**src/fd_pkg.sv**
```systemverilog
/*
  Shared constants for the floppy drive positioning and configuration block:
  register byte offsets, field positions, reset values, timer encodings,
  timing figures and the enumerations of engine states and operations.
  Assumes a 200 MHz clock and a 32-bit Avalon-MM register port.
*/
package fd_pkg;

  // register byte offsets (word aligned)
  localparam logic [5:0] OFS_SPECIFY = 6'h00;
  localparam logic [5:0] OFS_CONFIG = 6'h04;
  localparam logic [5:0] OFS_RATE = 6'h08;
  localparam logic [5:0] OFS_RELSEEK = 6'h0C;
  localparam logic [5:0] OFS_RECAL = 6'h10;
  localparam logic [5:0] OFS_STATUS = 6'h14;
  localparam logic [5:0] OFS_DRIVE = 6'h18;
  localparam logic [5:0] OFS_VERSION = 6'h1C;
  localparam logic [5:0] OFS_SENSEINT = 6'h20;
  localparam logic [5:0] OFS_XFER = 6'h24;
  localparam logic [5:0] OFS_DATA = 6'h28;

  // field positions
  localparam int SPC_UNLOAD_LSB = 0;
  localparam int SPC_STEP_LSB = 4;
  localparam int SPC_LOAD_LSB = 8;
  localparam int SPC_NONDMA_BIT = 15;
  localparam int CFG_IMPLIED_BIT = 0;
  localparam int CFG_FIFODIS_BIT = 1;
  localparam int CFG_POLLDIS_BIT = 2;
  localparam int CFG_THR_LSB = 3;
  localparam int CFG_PRECOMP_LSB = 8;
  localparam int CMD_DIR_BIT = 8;
  localparam int ST0_FAULT_BIT = 4;
  localparam int ST0_SEEKEND_BIT = 5;
  localparam int ST3_TRKZERO_BIT = 4;
  localparam int ST3_READY_BIT = 5;
  localparam int ST3_WPROT_BIT = 6;

  // reset values
  localparam logic RST_IMPLIED = 1'b0;
  localparam logic RST_FIFODIS = 1'b1;
  localparam logic RST_POLLDIS = 1'b0;
  localparam logic [3:0] RST_THR = 4'h0;
  localparam logic [7:0] RST_PRECOMP = 8'h00;
  localparam logic [2:0] RST_RATE = 3'h0;

  // interrupt codes in the top two bits of status 0
  localparam logic [1:0] IC_NORMAL = 2'h0;
  localparam logic [1:0] IC_ABNORMAL = 2'h1;
  localparam logic [1:0] IC_POLL = 2'h3;

  // data rate codes and their timer stretch in thirds
  localparam logic [2:0] RATE_2M = 3'h0;
  localparam logic [2:0] RATE_1M = 3'h1;
  localparam logic [2:0] RATE_500K = 3'h2;
  localparam logic [2:0] RATE_300K = 3'h3;
  localparam logic [2:0] RATE_250K = 3'h4;
  localparam int MUL_2M = 3;
  localparam int MUL_1M = 6;
  localparam int MUL_500K = 12;
  localparam int MUL_300K = 20;
  localparam int MUL_250K = 24;
  localparam int MUL_DEN = 3;

  // timer encodings, in quarter milliseconds at the fastest rate
  localparam logic [8:0] UNLOAD_ZERO_Q = 9'h100;
  localparam logic [8:0] UNLOAD_STEP_Q = 9'h010;
  localparam logic [8:0] LOAD_ZERO_Q = 9'h100;
  localparam logic [8:0] LOAD_STEP_Q = 9'h002;
  localparam logic [8:0] STEP_TOP_Q = 9'h010;

  // timing
  localparam int CLK_NS = 5;
  localparam int QUARTER_MS_NS = 250000;
  localparam int STEP_WIDTH_NS = 1000;
  localparam int STEP_WIDTH_CYC = (STEP_WIDTH_NS + CLK_NS - 1) / CLK_NS;
  localparam logic [7:0] RECAL_LIMIT = 8'h50;
  localparam int XFER_BYTES_DEF = 16;

  typedef enum logic [2:0] {S_IDLE, S_STEP, S_GAP, S_LOAD, S_XFER} eng_state_t;
  typedef enum logic [1:0] {OP_REL, OP_RECAL, OP_XFER} eng_op_t;

endpackage

```
**src/floppy_ctrl_config_and_relseek.sv**
```systemverilog
/*
  Drive positioning and configuration engine of a floppy controller:
  timer setup, feature configuration, drive status and version query,
  relative seek, recalibrate and a read/write execution phase with
  implied seek, head load/unload timing and DMA or host transfer requests.
  Assumes one drive, inputs synchronous to clk, and an Avalon-MM master.
*/
// Chosen here: register access over Avalon-MM and the register addresses.
`timescale 1ns/1ps
module floppy_ctrl_config_and_relseek #(
  parameter int QUARTER_CYC = fd_pkg::QUARTER_MS_NS / fd_pkg::CLK_NS,
  parameter int XFER_BYTES = fd_pkg::XFER_BYTES_DEF,
  parameter logic [7:0] VERSION_CODE = 8'h5A // arbitrary value
)(
  // clock and reset
  input wire logic clk,
  input wire logic resetn,
  // avalon-mm register slave
  input wire logic [5:0] address,
  input wire logic read,
  input wire logic write,
  input wire logic [31:0] writedata,
  input wire logic [3:0] byteenable,
  output logic [31:0] readdata,
  output logic waitrequest,
  // drive side
  output logic stepPulse,
  output logic stepDirIn,
  output logic headLoad,
  input wire logic trackZeroSense,
  input wire logic writeProtect,
  input wire logic driveReady,
  // transfer signalling
  output logic dmaRequest,
  input wire logic dmaAck,
  output logic hostTransferReady,
  output logic controllerIrq
);

  generate
    if (QUARTER_CYC < fd_pkg::MUL_DEN || QUARTER_CYC > 1000000 || XFER_BYTES < 1
        || XFER_BYTES > 256)
    begin : g_bad
      $error("unsupported parameter values");
    end
  endgenerate

  fd_pkg::eng_state_t state_ff;
  fd_pkg::eng_op_t op_ff;
  logic ack_ff;
  logic [31:0] readdata_ff;
  logic [3:0] unloadCode_ff, stepCode_ff, fifo_threshold_ff;
  logic [6:0] loadCode_ff;
  logic nonDma_ff, impliedSeek_ff, fifoDisable_ff, pollDisable_ff;
  logic [7:0] precomp_ff, remaining_ff, stepsDone_ff, target_ff, pcn_ff, st0_ff;
  logic [2:0] rate_ff;
  logic dirIn_ff, irq_ff, pollDone_ff, headLoaded_ff, stepPulse_ff, reqGap_ff;
  logic [23:0] prescale_ff;
  logic [8:0] timer_ff, unload_ff, bytesLeft_ff;
  logic [7:0] stepWidth_ff;
  logic [4:0] burstLeft_ff;
  logic wrOk, rdOk, tick, stepNow, finishNow, finishFault, loadNow, xferDone;
  logic byteAck, pollFire, needSeek;
  logic [7:0] st3;
  logic [31:0] rdMux;

  // timer lengths in quarter ms, linear in the code; code 0 of unload and load gives 256
  function automatic logic [8:0] unloadQ(input logic [3:0] c);
    return (c == 4'h0) ? fd_pkg::UNLOAD_ZERO_Q : 9'(fd_pkg::UNLOAD_STEP_Q * c);
  endfunction
  function automatic logic [8:0] loadQ(input logic [6:0] c);
    return (c == 7'h00) ? fd_pkg::LOAD_ZERO_Q : 9'(fd_pkg::LOAD_STEP_Q * c);
  endfunction
  function automatic logic [8:0] stepQ(input logic [3:0] c);
    return 9'(fd_pkg::STEP_TOP_Q - {5'h00, c});
  endfunction
  // cycles per quarter-ms tick at the selected rate
  function automatic logic [23:0] rateDiv(input logic [2:0] r);
    unique case (r)
      fd_pkg::RATE_2M: return 24'(QUARTER_CYC * fd_pkg::MUL_2M / fd_pkg::MUL_DEN);
      fd_pkg::RATE_1M: return 24'(QUARTER_CYC * fd_pkg::MUL_1M / fd_pkg::MUL_DEN);
      fd_pkg::RATE_500K: return 24'(QUARTER_CYC * fd_pkg::MUL_500K / fd_pkg::MUL_DEN);
      fd_pkg::RATE_300K: return 24'(QUARTER_CYC * fd_pkg::MUL_300K / fd_pkg::MUL_DEN);
      default: return 24'(QUARTER_CYC * fd_pkg::MUL_250K / fd_pkg::MUL_DEN);
    endcase
  endfunction
  function automatic logic [4:0] burstSize(input logic dis, input logic [3:0] thr);
    return dis ? 5'h01 : 5'({1'b0, thr} + 5'h01);
  endfunction

  // bus: one wait state, so each access completes on its second cycle
  assign waitrequest = (read | write) & ~ack_ff;
  assign wrOk = write & ack_ff & (byteenable == 4'hF);
  assign rdOk = read & ack_ff;
  assign readdata = readdata_ff;

  always_ff @(posedge clk)
  begin
    if (!resetn)
      ack_ff <= 1'b0;
    else
      ack_ff <= (read | write) & ~ack_ff;
  end

  // read data captured in the wait cycle, stands at the completing edge
  always_ff @(posedge clk)
  begin
    if (!resetn)
      readdata_ff <= 32'h0000_0000;
    else if (read && !ack_ff)
      readdata_ff <= rdMux;
  end

  assign st3 = {1'b0, writeProtect, driveReady, trackZeroSense, 4'h0};

  always_comb
  begin
    rdMux = 32'h0000_0000;
    unique case (address)
      fd_pkg::OFS_SPECIFY: rdMux = {16'h0000, nonDma_ff, loadCode_ff, stepCode_ff, unloadCode_ff};
      fd_pkg::OFS_CONFIG: rdMux = {16'h0000, precomp_ff, 1'b0, fifo_threshold_ff, pollDisable_ff,
                                   fifoDisable_ff, impliedSeek_ff};
      fd_pkg::OFS_RATE: rdMux = {29'h0000_0000, rate_ff};
      fd_pkg::OFS_STATUS: rdMux = {13'h0000, controllerIrq, hostTransferReady,
                                   state_ff != fd_pkg::S_IDLE, pcn_ff, st0_ff};
      fd_pkg::OFS_DRIVE: rdMux = {24'h00_0000, st3};
      fd_pkg::OFS_VERSION: rdMux = {24'h00_0000, VERSION_CODE};
      fd_pkg::OFS_SENSEINT: rdMux = {16'h0000, pcn_ff, st0_ff};
      default: rdMux = 32'h0000_0000;
    endcase
  end

  // timer setup and DMA mode, any time; timer codes take effect on the next timer load, the mode bit at once
  always_ff @(posedge clk)
  begin
    if (!resetn)
    begin
      unloadCode_ff <= 4'h0;
      stepCode_ff <= 4'h0;
      loadCode_ff <= 7'h00;
      nonDma_ff <= 1'b0;
    end
    else if (wrOk && address == fd_pkg::OFS_SPECIFY)
    begin
      unloadCode_ff <= writedata[fd_pkg::SPC_UNLOAD_LSB +: 4];
      stepCode_ff <= writedata[fd_pkg::SPC_STEP_LSB +: 4];
      loadCode_ff <= writedata[fd_pkg::SPC_LOAD_LSB +: 7];
      nonDma_ff <= writedata[fd_pkg::SPC_NONDMA_BIT];
    end
  end

  // feature configuration and data rate
  always_ff @(posedge clk)
  begin
    if (!resetn)
    begin
      impliedSeek_ff <= fd_pkg::RST_IMPLIED;
      fifoDisable_ff <= fd_pkg::RST_FIFODIS;
      pollDisable_ff <= fd_pkg::RST_POLLDIS;
      fifo_threshold_ff <= fd_pkg::RST_THR;
      precomp_ff <= fd_pkg::RST_PRECOMP;
      rate_ff <= fd_pkg::RST_RATE;
    end
    else if (wrOk && address == fd_pkg::OFS_CONFIG)
    begin
      impliedSeek_ff <= writedata[fd_pkg::CFG_IMPLIED_BIT];
      fifoDisable_ff <= writedata[fd_pkg::CFG_FIFODIS_BIT];
      pollDisable_ff <= writedata[fd_pkg::CFG_POLLDIS_BIT];
      fifo_threshold_ff <= writedata[fd_pkg::CFG_THR_LSB +: 4];
      precomp_ff <= writedata[fd_pkg::CFG_PRECOMP_LSB +: 8];
    end
    else if (wrOk && address == fd_pkg::OFS_RATE)
      rate_ff <= writedata[2:0];
  end

  // engine decisions; a new command is only taken when idle
  assign needSeek = impliedSeek_ff && (writedata[7:0] != pcn_ff);
  always_comb
  begin
    stepNow = 1'b0;
    finishNow = 1'b0;
    finishFault = 1'b0;
    loadNow = 1'b0;
    if (state_ff == fd_pkg::S_IDLE)
      loadNow = wrOk && (address == fd_pkg::OFS_XFER) && !needSeek;
    else if (state_ff == fd_pkg::S_STEP)
    begin
      unique case (op_ff)
        fd_pkg::OP_REL:
        begin
          finishNow = (remaining_ff == 8'h00) || (!dirIn_ff && trackZeroSense);
          finishFault = (remaining_ff != 8'h00) && !dirIn_ff && trackZeroSense;
        end
        fd_pkg::OP_RECAL:
        begin
          finishNow = trackZeroSense || (stepsDone_ff == fd_pkg::RECAL_LIMIT);
          finishFault = !trackZeroSense && (stepsDone_ff == fd_pkg::RECAL_LIMIT);
        end
        fd_pkg::OP_XFER:
          loadNow = (pcn_ff == target_ff);
      endcase
      stepNow = !finishNow && !loadNow;
    end
  end

  assign byteAck = (state_ff == fd_pkg::S_XFER) && !reqGap_ff
                   && (nonDma_ff ? (wrOk && address == fd_pkg::OFS_DATA) : dmaAck);
  assign xferDone = byteAck && (bytesLeft_ff == 9'h001);
  assign pollFire = !pollDone_ff && !pollDisable_ff && (state_ff == fd_pkg::S_IDLE)
                    && !(headLoaded_ff && unload_ff != 9'h000);

  // engine state, operation and step bookkeeping
  always_ff @(posedge clk)
  begin
    if (!resetn)
    begin
      state_ff <= fd_pkg::S_IDLE;
      op_ff <= fd_pkg::OP_REL;
      dirIn_ff <= 1'b0;
      remaining_ff <= 8'h00;
      stepsDone_ff <= 8'h00;
      target_ff <= 8'h00;
    end
    else
    begin
      unique case (state_ff)
        fd_pkg::S_IDLE:
        begin
          // commands written while busy are dropped, so only one seek runs
          if (wrOk && address == fd_pkg::OFS_RELSEEK)
          begin
            op_ff <= fd_pkg::OP_REL;
            dirIn_ff <= writedata[fd_pkg::CMD_DIR_BIT];
            remaining_ff <= writedata[7:0];
            stepsDone_ff <= 8'h00;
            state_ff <= fd_pkg::S_STEP;
          end
          else if (wrOk && address == fd_pkg::OFS_RECAL)
          begin
            op_ff <= fd_pkg::OP_RECAL;
            dirIn_ff <= 1'b0;
            stepsDone_ff <= 8'h00;
            state_ff <= fd_pkg::S_STEP;
          end
          else if (wrOk && address == fd_pkg::OFS_XFER)
          begin
            op_ff <= fd_pkg::OP_XFER;
            target_ff <= writedata[7:0];
            dirIn_ff <= writedata[7:0] > pcn_ff;
            stepsDone_ff <= 8'h00;
            state_ff <= needSeek ? fd_pkg::S_STEP : fd_pkg::S_LOAD;
          end
        end
        fd_pkg::S_STEP:
        begin
          if (finishNow)
            state_ff <= fd_pkg::S_IDLE;
          else if (loadNow)
            state_ff <= fd_pkg::S_LOAD;
          else
          begin
            remaining_ff <= remaining_ff - 8'h01;
            stepsDone_ff <= stepsDone_ff + 8'h01;
            state_ff <= fd_pkg::S_GAP;
          end
        end
        fd_pkg::S_GAP:
          if (timer_ff == 9'h000 && !stepPulse_ff)
            state_ff <= fd_pkg::S_STEP;
        fd_pkg::S_LOAD:
          if (timer_ff == 9'h000)
            state_ff <= fd_pkg::S_XFER;
        fd_pkg::S_XFER:
          if (xferDone)
            state_ff <= fd_pkg::S_IDLE;
      endcase
    end
  end

  // cylinder register: free wrap, never widened past 255
  always_ff @(posedge clk)
  begin
    if (!resetn)
      pcn_ff <= 8'h00;
    else if (finishNow && op_ff == fd_pkg::OP_RECAL && trackZeroSense)
      pcn_ff <= 8'h00;
    else if (stepNow)
      pcn_ff <= dirIn_ff ? pcn_ff + 8'h01 : pcn_ff - 8'h01;
  end

  // status 0, interrupt and the one-shot reset poll
  always_ff @(posedge clk)
  begin
    if (!resetn)
    begin
      st0_ff <= 8'h00;
      irq_ff <= 1'b0;
      pollDone_ff <= 1'b0;
    end
    else
    begin
      if (finishNow)
      begin
        st0_ff <= 8'h00;
        st0_ff[7:6] <= finishFault ? fd_pkg::IC_ABNORMAL : fd_pkg::IC_NORMAL;
        st0_ff[fd_pkg::ST0_SEEKEND_BIT] <= 1'b1;
        st0_ff[fd_pkg::ST0_FAULT_BIT] <= finishFault;
      end
      else if (xferDone)
        st0_ff <= 8'h00;
      else if (pollFire)
        st0_ff <= {fd_pkg::IC_POLL, 6'h00};
      if (pollFire)
        pollDone_ff <= 1'b1;
      // a new event outranks a status read in the same cycle
      if (finishNow || xferDone || pollFire)
        irq_ff <= 1'b1;
      else if (rdOk && address == fd_pkg::OFS_SENSEINT)
        irq_ff <= 1'b0;
    end
  end

  // quarter-ms tick, restarted so each step gap and head load interval starts on a full period;
  // a step starts two counts in, paying for the gap-to-step hop and the pulse register
  assign tick = (prescale_ff == rateDiv(rate_ff) - 24'h00_0001);
  always_ff @(posedge clk)
  begin
    if (!resetn)
      prescale_ff <= 24'h00_0000;
    else if (stepNow)
      prescale_ff <= 24'h00_0002;
    else if (loadNow || tick)
      prescale_ff <= 24'h00_0000;
    else
      prescale_ff <= prescale_ff + 24'h00_0001;
  end

  // step gap and head load delay share one timer
  always_ff @(posedge clk)
  begin
    if (!resetn)
      timer_ff <= 9'h000;
    else if (stepNow)
      timer_ff <= stepQ(stepCode_ff);
    else if (loadNow)
      timer_ff <= headLoaded_ff ? 9'h000 : loadQ(loadCode_ff);
    else if (tick && timer_ff != 9'h000)
      timer_ff <= timer_ff - 9'h001;
  end

  // head load and unload delay, runs alongside idle
  always_ff @(posedge clk)
  begin
    if (!resetn)
    begin
      headLoaded_ff <= 1'b0;
      unload_ff <= 9'h000;
    end
    else if (loadNow)
    begin
      headLoaded_ff <= 1'b1;
      unload_ff <= 9'h000;
    end
    else if (xferDone)
      unload_ff <= unloadQ(unloadCode_ff);
    else if (tick && unload_ff != 9'h000)
    begin
      unload_ff <= unload_ff - 9'h001;
      if (unload_ff == 9'h001)
        headLoaded_ff <= 1'b0;
    end
  end

  // step pulse width and direction output
  always_ff @(posedge clk)
  begin
    if (!resetn)
    begin
      stepWidth_ff <= 8'h00;
      stepPulse_ff <= 1'b0;
    end
    else if (stepNow)
    begin
      stepWidth_ff <= 8'(fd_pkg::STEP_WIDTH_CYC - 1);
      stepPulse_ff <= 1'b1;
    end
    else if (stepWidth_ff != 8'h00)
      stepWidth_ff <= stepWidth_ff - 8'h01;
    else
      stepPulse_ff <= 1'b0;
  end

  // byte count and request bursts; a gap cycle separates bursts
  always_ff @(posedge clk)
  begin
    if (!resetn)
    begin
      bytesLeft_ff <= 9'h000;
      burstLeft_ff <= 5'h00;
      reqGap_ff <= 1'b0;
    end
    else if (loadNow)
    begin
      bytesLeft_ff <= 9'(XFER_BYTES);
      burstLeft_ff <= burstSize(fifoDisable_ff, fifo_threshold_ff);
      reqGap_ff <= 1'b0;
    end
    else if (byteAck)
    begin
      bytesLeft_ff <= bytesLeft_ff - 9'h001;
      reqGap_ff <= (burstLeft_ff == 5'h01);
      burstLeft_ff <= (burstLeft_ff == 5'h01) ? burstSize(fifoDisable_ff, fifo_threshold_ff)
                                               : burstLeft_ff - 5'h01;
    end
    else
      reqGap_ff <= 1'b0;
  end

  assign stepPulse = stepPulse_ff;
  assign stepDirIn = dirIn_ff;
  assign headLoad = headLoaded_ff;
  // transfer requests routed by mode
  assign dmaRequest = (state_ff == fd_pkg::S_XFER) && !reqGap_ff && !nonDma_ff;
  assign hostTransferReady = (state_ff == fd_pkg::S_XFER) && !reqGap_ff && nonDma_ff;
  assign controllerIrq = irq_ff | hostTransferReady;
endmodule

```
**config.mk**
```make
export PLATFORM = sky130hd
export DESIGN_NAME = floppy_ctrl_config_and_relseek
export DESIGN_NICKNAME = d
export VERILOG_FILES = /design/src/fd_pkg.sv /design/src/floppy_ctrl_config_and_relseek.sv
export SDC_FILE = /design/constraint.sdc
export NUM_CORES = 1
export LEC_CHECK = 0
export ABC_AREA = 0
export BUFFER_PORTS_ARGS = -buffer_cell sky130_fd_sc_hd__buf_2
export CAP_MARGIN = 20
export CORE_MARGIN = 4
export CORE_UTILIZATION = 43
export CTS_BUF_LIST = sky130_fd_sc_hd__clkbuf_8
export DETAILED_ROUTE_END_ITERATION = 7
export PLACE_DENSITY_LB_ADDON = 0.12
export SLEW_MARGIN = 30
export SYNTH_ARGS = -nofsm -noshare
export SYNTH_HDL_FRONTEND = slang
export SYNTH_SLANG_ARGS = --single-unit
```
**constraint.sdc**
```tcl
create_clock -name clk -period 3.67 [get_ports clk]
set_input_delay 0.734 -clock clk [delete_from_list [all_inputs] [get_ports clk]]
set_output_delay 0.734 -clock clk [all_outputs]
set_load 0.005 [all_outputs]
```
==> results of run 1 <==
==> power by group <==
group / switching [mW] / internal, mW / total, mW
registers: 0.0393 / 1.83 / 1.87
clock network: 0.701 / 0.659 / 1.36
logic: 0.213 / 0.144 / 0.357
total: 0.953 / 2.63 / 3.59
==> through the flow <==
| stage | std cells | utilization, % | instance area, um^2 | hold WS (ps) |
|---|---|---|---|---|
| 6_report | 1498 | 48.6 | 10200 | 461 |
| 2_1_floorplan | 1169 | - | 9270 | 436 |
| 3_5_place_dp | 1466 | 46.6 | 9840 | 450 |
| 4_1_cts | 1498 | 48.6 | 10200 | 464 |
| 5_1_grt | 1498 | 48.6 | 10200 | 495 |
| 3_3_place_gp | 1466 | 46.6 | 9840 | 448 |
==> worst reg2reg max path, delay by kind of cell, from the launching register on <==
family	cells	cell delay (ps)
flip-flops	1	440
AO/OA/AOI/OAI	3	700
XOR/XNOR	1	150
adder cells (fa/ha/maj)	1	300
AND/OR/NAND/NOR	5	1650
==> cells in the mapped netlist, types with 15 or more instances <==
library cell and instances:
o21ai_0 34, a22oi_1 18, a31oi_1 16, dfxtp_1 165
xnor2_1 28, a21boi_0 58, nand2_1 172, nand4_1 15
nor3_1 33, clkbuf_1 43, ha_1 31, xor2_1 35
inv_1 35, nand3_1 44, a21oi_1 63, nor2_1 104
nor2b_1 32
==> state kept, by name, summed over array words and instances (netlist names), 3 cells and up <==
name               cells
prescale_ff           24
readdata              19
bytesLeft_ff           9
timer_ff               9
unload_ff              9
pcn_ff                 8
precomp_ff             8
remaining_ff           8
stepWidth_ff           8
stepsDone_ff           8
target_ff              8
loadCode_ff            7
burstLeft_ff           5
fifo_threshold_ff      4
st0_ff                 4
stepCode_ff            4
unloadCode_ff          4
rate_ff                3
state_ff               3
==> worst max-delay path by stage <==
| stage | start | to | slack [ps] | cells past startpoint |
|---|---|---|---|---|
| 5_1_grt | rate_ff[0] | unload_ff[6] | 120 | 9 |
| 6_report | rate_ff[0] | timer_ff[6] | 370 | 10 |
| 3_5_place_dp | rate_ff[0] | timer_ff[6] | 430 | 10 |
| 2_1_floorplan | rate_ff[0] | timer_ff[6] | 510 | 11 |
| 3_3_place_gp | rate_ff[0] | unload_ff[6] | 440 | 9 |
| 4_1_cts | rate_ff[0] | timer_ff[6] | 380 | 10 |
==> kinds of logic (layout without fill, tap and decap cells) <==
family	after synthesis	count (layout)
other	1	13
adder cells (fa/ha/maj)	32	32
AO/OA/AOI/OAI	261	261
AND/OR/NAND/NOR	523	523
flip-flops	165	165
XOR/XNOR	63	63
multiplexers	12	12
buffers and inverters	100	154
==> metal layers <==
layer	share of wire, %	wire [um]	up-vias
met3	4.1	1060	28
li1	-	-	4175
met1	48	12300	3991
met4	1.5	381	0
met2	46	11800	187
met5	0	0	-
==> area by class of cell <==
cell class	count	area, um^2
clock inverter	12	130
fill	2136	10800
tap	275	344
timing repair buffer	87	518
multi-input combinational	904	5540
clock buffer	20	275
sequential	165	3300
inverter	35	131
==> summary by stage, run 1 <==
Synth
Multiplexer cells account for under 10% of the synthesized area. The fraction of synthesized cell area in xor and xnor cells is under 10%. Of the synthesized area, sequential elements account for 35.8%.

The synthesized netlist occupies a cell area of 9230 um^2. The fraction of the mapped netlist area in compound gates is 19.2%. During synthesis, Yosys emitted a total of 0 warnings. The cell taking the most area after synthesis is dfxtp_1.

Each instance of the synthesized netlist takes up on average 7.98 um^2. The number of distinct library cells after synthesis is 83. The area share of and/or/nand/nor cells after synthesis is around 28%. After technology mapping, the gate count stands at 1157. The proportion of synthesized flip-flops having asynchronous set or reset is 0%. For this run, the leading register cell type out of synthesis is dfxtp_1. The fraction of the mapped netlist area in adder cells is 4.42%. In the post-synthesis netlist, the biggest area contributors are dfxtp_1, nand2_1, a21boi_0. By area, the combinational part of the netlist is dominated by simple AND/OR/NAND/NOR gates. In this run, synthesis inferred 0 flip-flops with an integrated enable. The number of synthesized register bits is roughly 170. The area share of the largest cell type after synthesis is a little over a third.

Pwr
In this run the power density over the cells is around 350 nW/um^2. The overall power after layout is approximately 3.6 mW. Summed over all cells, the static leakage comes to 3.86 nW. The worst-case vdd ir drop is roughly 0.00023 V.

Drt
The first routing iteration left 616 violations. The detailed router placed 8381 vias in this run. After detailed routing, the number of remaining DRC violations is 0. The via density per instance is between 5 and 6. After detailed routing, the average wire length per cell comes to 17.1 um.

The routed design has approximately 26000 um of wire. The residual antenna-violating net count after detailed routing is 0. The detailed-router iteration count before antenna repair is 5.

Worst setup path
The worst register-to-register path has a setup slack of 370 ps. The destination of the worst register-to-register timing path is timer_ff[6]. The signal arrival time at the worst endpoint is 3680 ps. The type of destination of the critical path is a flop. The path type of the worst setup path is flop to flop.

The origin of the critical flop-to-flop path is rate_ff[0]. The maximum fanout along the worst path is 6. The worst-path cell with the longest stage delay is or4_1. Counting stages on the worst path, the most repeated cell is or4_1. On the critical path the largest part of the delay comes from simple AND/OR/NAND/NOR gates. The kind of start point of the critical path is a flop. Counting both buffers and inverters, the worst setup path holds a total of 0. The signal on the critical path passes through nor2b_1 -> or3_1 -> ha_1 -> xnor2_1 -> or4_1 -> a211oi_1 -> nand3_1 -> or4_1 -> a21o_1 -> a21oi_1. The number of cells traversed by the worst register-to-register path is 10.

The delay of the slowest cell on the worst path is around 520 ps. At the worst endpoint, the required time is 4050 ps.

CTS
TritonCTS built the clock tree. Counting along the longest clock path gives a buffer depth of 2. Clock tree synthesis inserted a total of 17 buffers.

The count of H-tree levels built during CTS is 4. The post-CTS setup buffer count is 0. The quantity of hold-fixing buffers added after cts is 0. The clock-pin slew on the worst setup and hold paths is 90 ps. The number of gates resized after cts is 0. At the later pin of the worst-skew pair, clock insertion delay measures approximately 460 ps. The root buffer cell chosen for the clock tree is clkbuf_8. The CTS sink count is between 150 and 200.

Floorplanning
The die covers 23900 um^2. From left edge to right edge, the die measures roughly 150 um. The region available for standard cell placement spans 21100 um^2. From bottom edge to top edge, the die measures 155 um. The number of core rows is 53. The initial utilization of the core area, before any placement, comes to between 40% and 50%.

In this run the count of I/O pins placed on the die edge is 89.

Timing
The final number of setup-violating endpoints is 0. The post-route clock period utilization is 90.0%. Once routing completed, OpenROAD measured the worst setup slack at 366 ps. The final hold violation count is 0. The maximum clock rate is 303 MHz. The worst setup skew after layout is between 15 and 20 ps.

The relative slew slack is 46.8%. The final count of pins violating max slew is 0. At the pin with the least slew margin, the transition time is 793 ps. The setup total negative slack is 0 ps.

Setup repair after global routing left no endpoint under its margin. The minimum period implied by the final worst setup slack is around 3300 ps.

Cells and area
The antenna diode count is 0. The library cells used most frequently in the layout, excluding fill and tap cells, are nand2_1, dfxtp_1, nor2_1, a21oi_1, buf_2. The final net count is 1292. The post-route netlist has a little under an eighth of its cells at a drive strength greater than 1.

The area growth from synthesis to layout is 11.0%. The library cell used most frequently in the layout, excluding fill and tap cells, is nand2_1.

Worst hold path
The number of cells on the worst hold path is 2. The path class of the tightest hold or removal check is flop to flop. The worst hold path begins at unload_ff[1]. The worst-case hold path end point is unload_ff[1].

Placed design
OpenSTA, run right after detailed placement, puts the worst setup slack at 432 ps. Summed over all nets, the half-perimeter wirelength after detailed placement is 18900 um. The placer's final routability congestion estimate is a little under 0.9. The total of buffers placed on input and output ports is 59.

Global route
The maximum number of pins on one net before global-route repair is 30. The layer flagged by global routing as most heavily used is met2. The met3 global-route usage is about 3.6%. The initial antenna violation count came to 0. The met1 usage is 29.8%.

The remaining global-route overflow is 0. Global routing consumed, on the met2 layer, between 30% and 40% of the routing resources. The first global-routing pass estimated around 42000 um of wire. The number of global-route vias before repair is 7821. The global router's overall resource usage is ~21%.

Flow run
Max-cap violations in this run came to 0.

Run status
The flow ran to the end, and the final reports show no timing, DRC or antenna violations.
(Power assumes the default switching activity.)
==> run 2, diff against run 1 <==
--- a/config.mk
+++ b/config.mk
@@ -8,8 +8,7 @@
 export ABC_AREA = 0
 export BUFFER_PORTS_ARGS = -buffer_cell sky130_fd_sc_hd__buf_2
 export CAP_MARGIN = 20
-export CORE_MARGIN = 4
-export CORE_UTILIZATION = 43
+export CORE_UTILIZATION = 30
 export CTS_BUF_LIST = sky130_fd_sc_hd__clkbuf_8
 export DETAILED_ROUTE_END_ITERATION = 7
 export PLACE_DENSITY_LB_ADDON = 0.12
==> summary by stage, run 2 (synthesis results as in run 1) <==
Flow run
Max-cap violations in this run came to 0.

Cells and area
The layout overhead on the synthesized area is 12.3%. After routing the design area is 10400 um^2. The share of post-route cells with drive strength above 1 is 11.9%. The final net count is 1294. The number of antenna diodes in the final layout is 0. The register with the most flip-flops in the final layout is prescale_ff.

The top cell types in the final layout, fill and taps aside, are nand2_1, dfxtp_1, nor2_1, a21oi_1. The number of flip-flops under the largest register name is 24. The most common library cell in the layout ignoring fill and taps is nand2_1.

Worst setup path
The slack of the worst reg-to-reg path is 350 ps. The path type of the worst setup path is flop to flop. The type of destination of the critical path is a flop. The data required time at the worst endpoint is 4080 ps. STA classifies the critical path startpoint as a flop. STA puts the critical path data arrival time at 3730 ps. In this run the worst path has a maximum fanout of 7. The destination of the worst register-to-register timing path is timer_ff[6]. In this run the critical register-to-register path is launched from rate_ff[1].

The source of the critical timing path is rate_ff[1]. Counting cells, the worst reg-to-reg path comes to 10.

Floorplanning
Row generation in the floorplan step produced 63 rows. The floorplan step set the die width to 177 um. The core outline area is 30000 um^2. The die extent in y is 177 um. The number of top-level design ports is 89. The initial core utilization is slightly above 30%.

The die footprint is 31500 um^2.

Drt
The number of violations reported at the end of detailed-routing iteration 0 is 428. The per-cell routed wire length is 17.3 um. The detail route stage leaves a number of antenna-violating nets equal to 0. The total vias in the final route is 8185.

The via density per instance is 5.07. Summed over all layers, the routed wires come to 28000 um. The first detailed-routing pass ran for 5 iterations.

In the routed design, unresolved DRC markers number 0.

Timing
Setup repair after global routing left no endpoint under its margin. In the final timing run, aggregate negative setup slack is 0 ps. Setup violations remaining at the end of the flow were counted as 0. The final hold violation count was 0.

Derived from the worst setup path, the maximum achievable clock frequency is 301 MHz. The relative slew slack is between 40% and 50%. The post-route clock period utilization is between 90% and 100%. After layout, the worst setup slack is 350 ps.

The clock period could shrink to 3320 ps. Clock skew on the completed layout was measured at 19.0 ps. The final count of pins violating max slew was 0.

The slew at the pin with the worst max-slew slack is 754 ps.

CTS
The number of CTS-inserted buffers is 17. The number of setup buffers added after CTS is 0. TritonCTS built the clock tree. The H-tree generated during clock tree synthesis spans 4 levels.

The clock-pin slew on the worst setup and hold paths is ~110 ps. The quantity of hold-fixing buffers added after cts is 0. The clock latency on the worst-skew pair is 490 ps.

The CTS sink count is 165. Clock tree synthesis selected as its root buffer the cell clkbuf_8. After clock tree synthesis, the repair step resized 0 gates. In this run the deepest clock path goes through 2 buffers.

Global route
Global routing used 18.5% of the available tracks. The initial antenna violation count is 0. Global routing finished with a remaining overflow of 0.

The maximum number of pins on one net before global-route repair is 62. The first global-routing pass estimated 44500 um of wire. The number of global-route vias before repair came to 7843.

Pwr
The power density over the cells is 343 nW/um^2. The leakage power total is 3.85 nW. The worst-case vdd ir drop is roughly 0.00019 V. Power comes to 3.55 mW.

Worst hold path
The tightest min-delay check is of the flop to flop type. In this run the most critical hold path is launched from unload_ff[1]. The number of cells on the worst hold path is 2. The worst-case hold path end point is unload_ff[1].

Placed design
Port buffering added 59 buffers. The post-place instance area is 9990 um^2. The worst setup slack before clock tree synthesis is 375 ps. The estimated wirelength of the detail-placed design is 20700 um.

The placer's final routability congestion estimate is 0.807.

Run status
The flow ran to the end, and the final reports show no timing, DRC or antenna violations.
## run 2: changes by cell type in the layout (fill, tap and decap cells not counted), moves of 2 or more
cell	previous run	this run
clkinv_4	3	5
buf_4	27	31
inv_1	37	35
bufinv_16	2	0
clkinvlp_4	3	1
inv_6	1	3
inv_8	0	3
## run 2: worst max path at each step
stage,depth (start not counted),endpoint,slack (ps)
2_1_floorplan,11,timer_ff[6],510
3_3_place_gp,10,timer_ff[6],390
3_5_place_dp,10,timer_ff[6],370
4_1_cts,10,timer_ff[6],350
5_1_grt,10,timer_ff[6],200
6_report,10,timer_ff[6],350
## run 2: worst max-delay path: stages (launching register included)
cell and delay [ps]:
dfxtp_1 370, nor2b_1 180, or3_1 380, ha_1 300, xnor2_1 140, or4_1 470
a211oi_1 390, nand3_1 190, or4_1 530, a21o_1 180, a21oi_1 120
## run 2: cell type report
class / count / area (um^2)
clock buffer: 19 / 262
clock inverter: 13 / 116
fill: 3250 / 19600
inverter: 35 / 131
multi-input combinational: 904 / 5540
sequential: 165 / 3300
tap: 390 / 488
timing repair buffer: 89 / 523
## run 2: layer usage
layer  GRT usage, %  vias up  wire, um
met1           26.2     3876     14500
met4           5.16        0       278
met5              0        -         0
met3           2.68       16       722
li1               -     4170         -
met2           28.8      123     12400
## run 2: where the power goes
group | leakage, nW | total (mW) | internal (mW) | switching [mW]
clock network | 0.193 | 1.32 | 0.528 | 0.792
logic | 2.33 | 0.360 | 0.144 | 0.216
registers | 1.33 | 1.87 | 1.83 | 0.0406
total | 3.85 | 3.55 | 2.50 | 1.05
## run 2: per-stage QoR
step	hold slack [ps]	utilization (%)	instances
2_1_floorplan	436	-	1169
3_3_place_gp	449	33.3	1583
3_5_place_dp	452	33.3	1583
4_1_cts	466	34.6	1615
5_1_grt	477	34.6	1615
6_report	466	34.6	1615
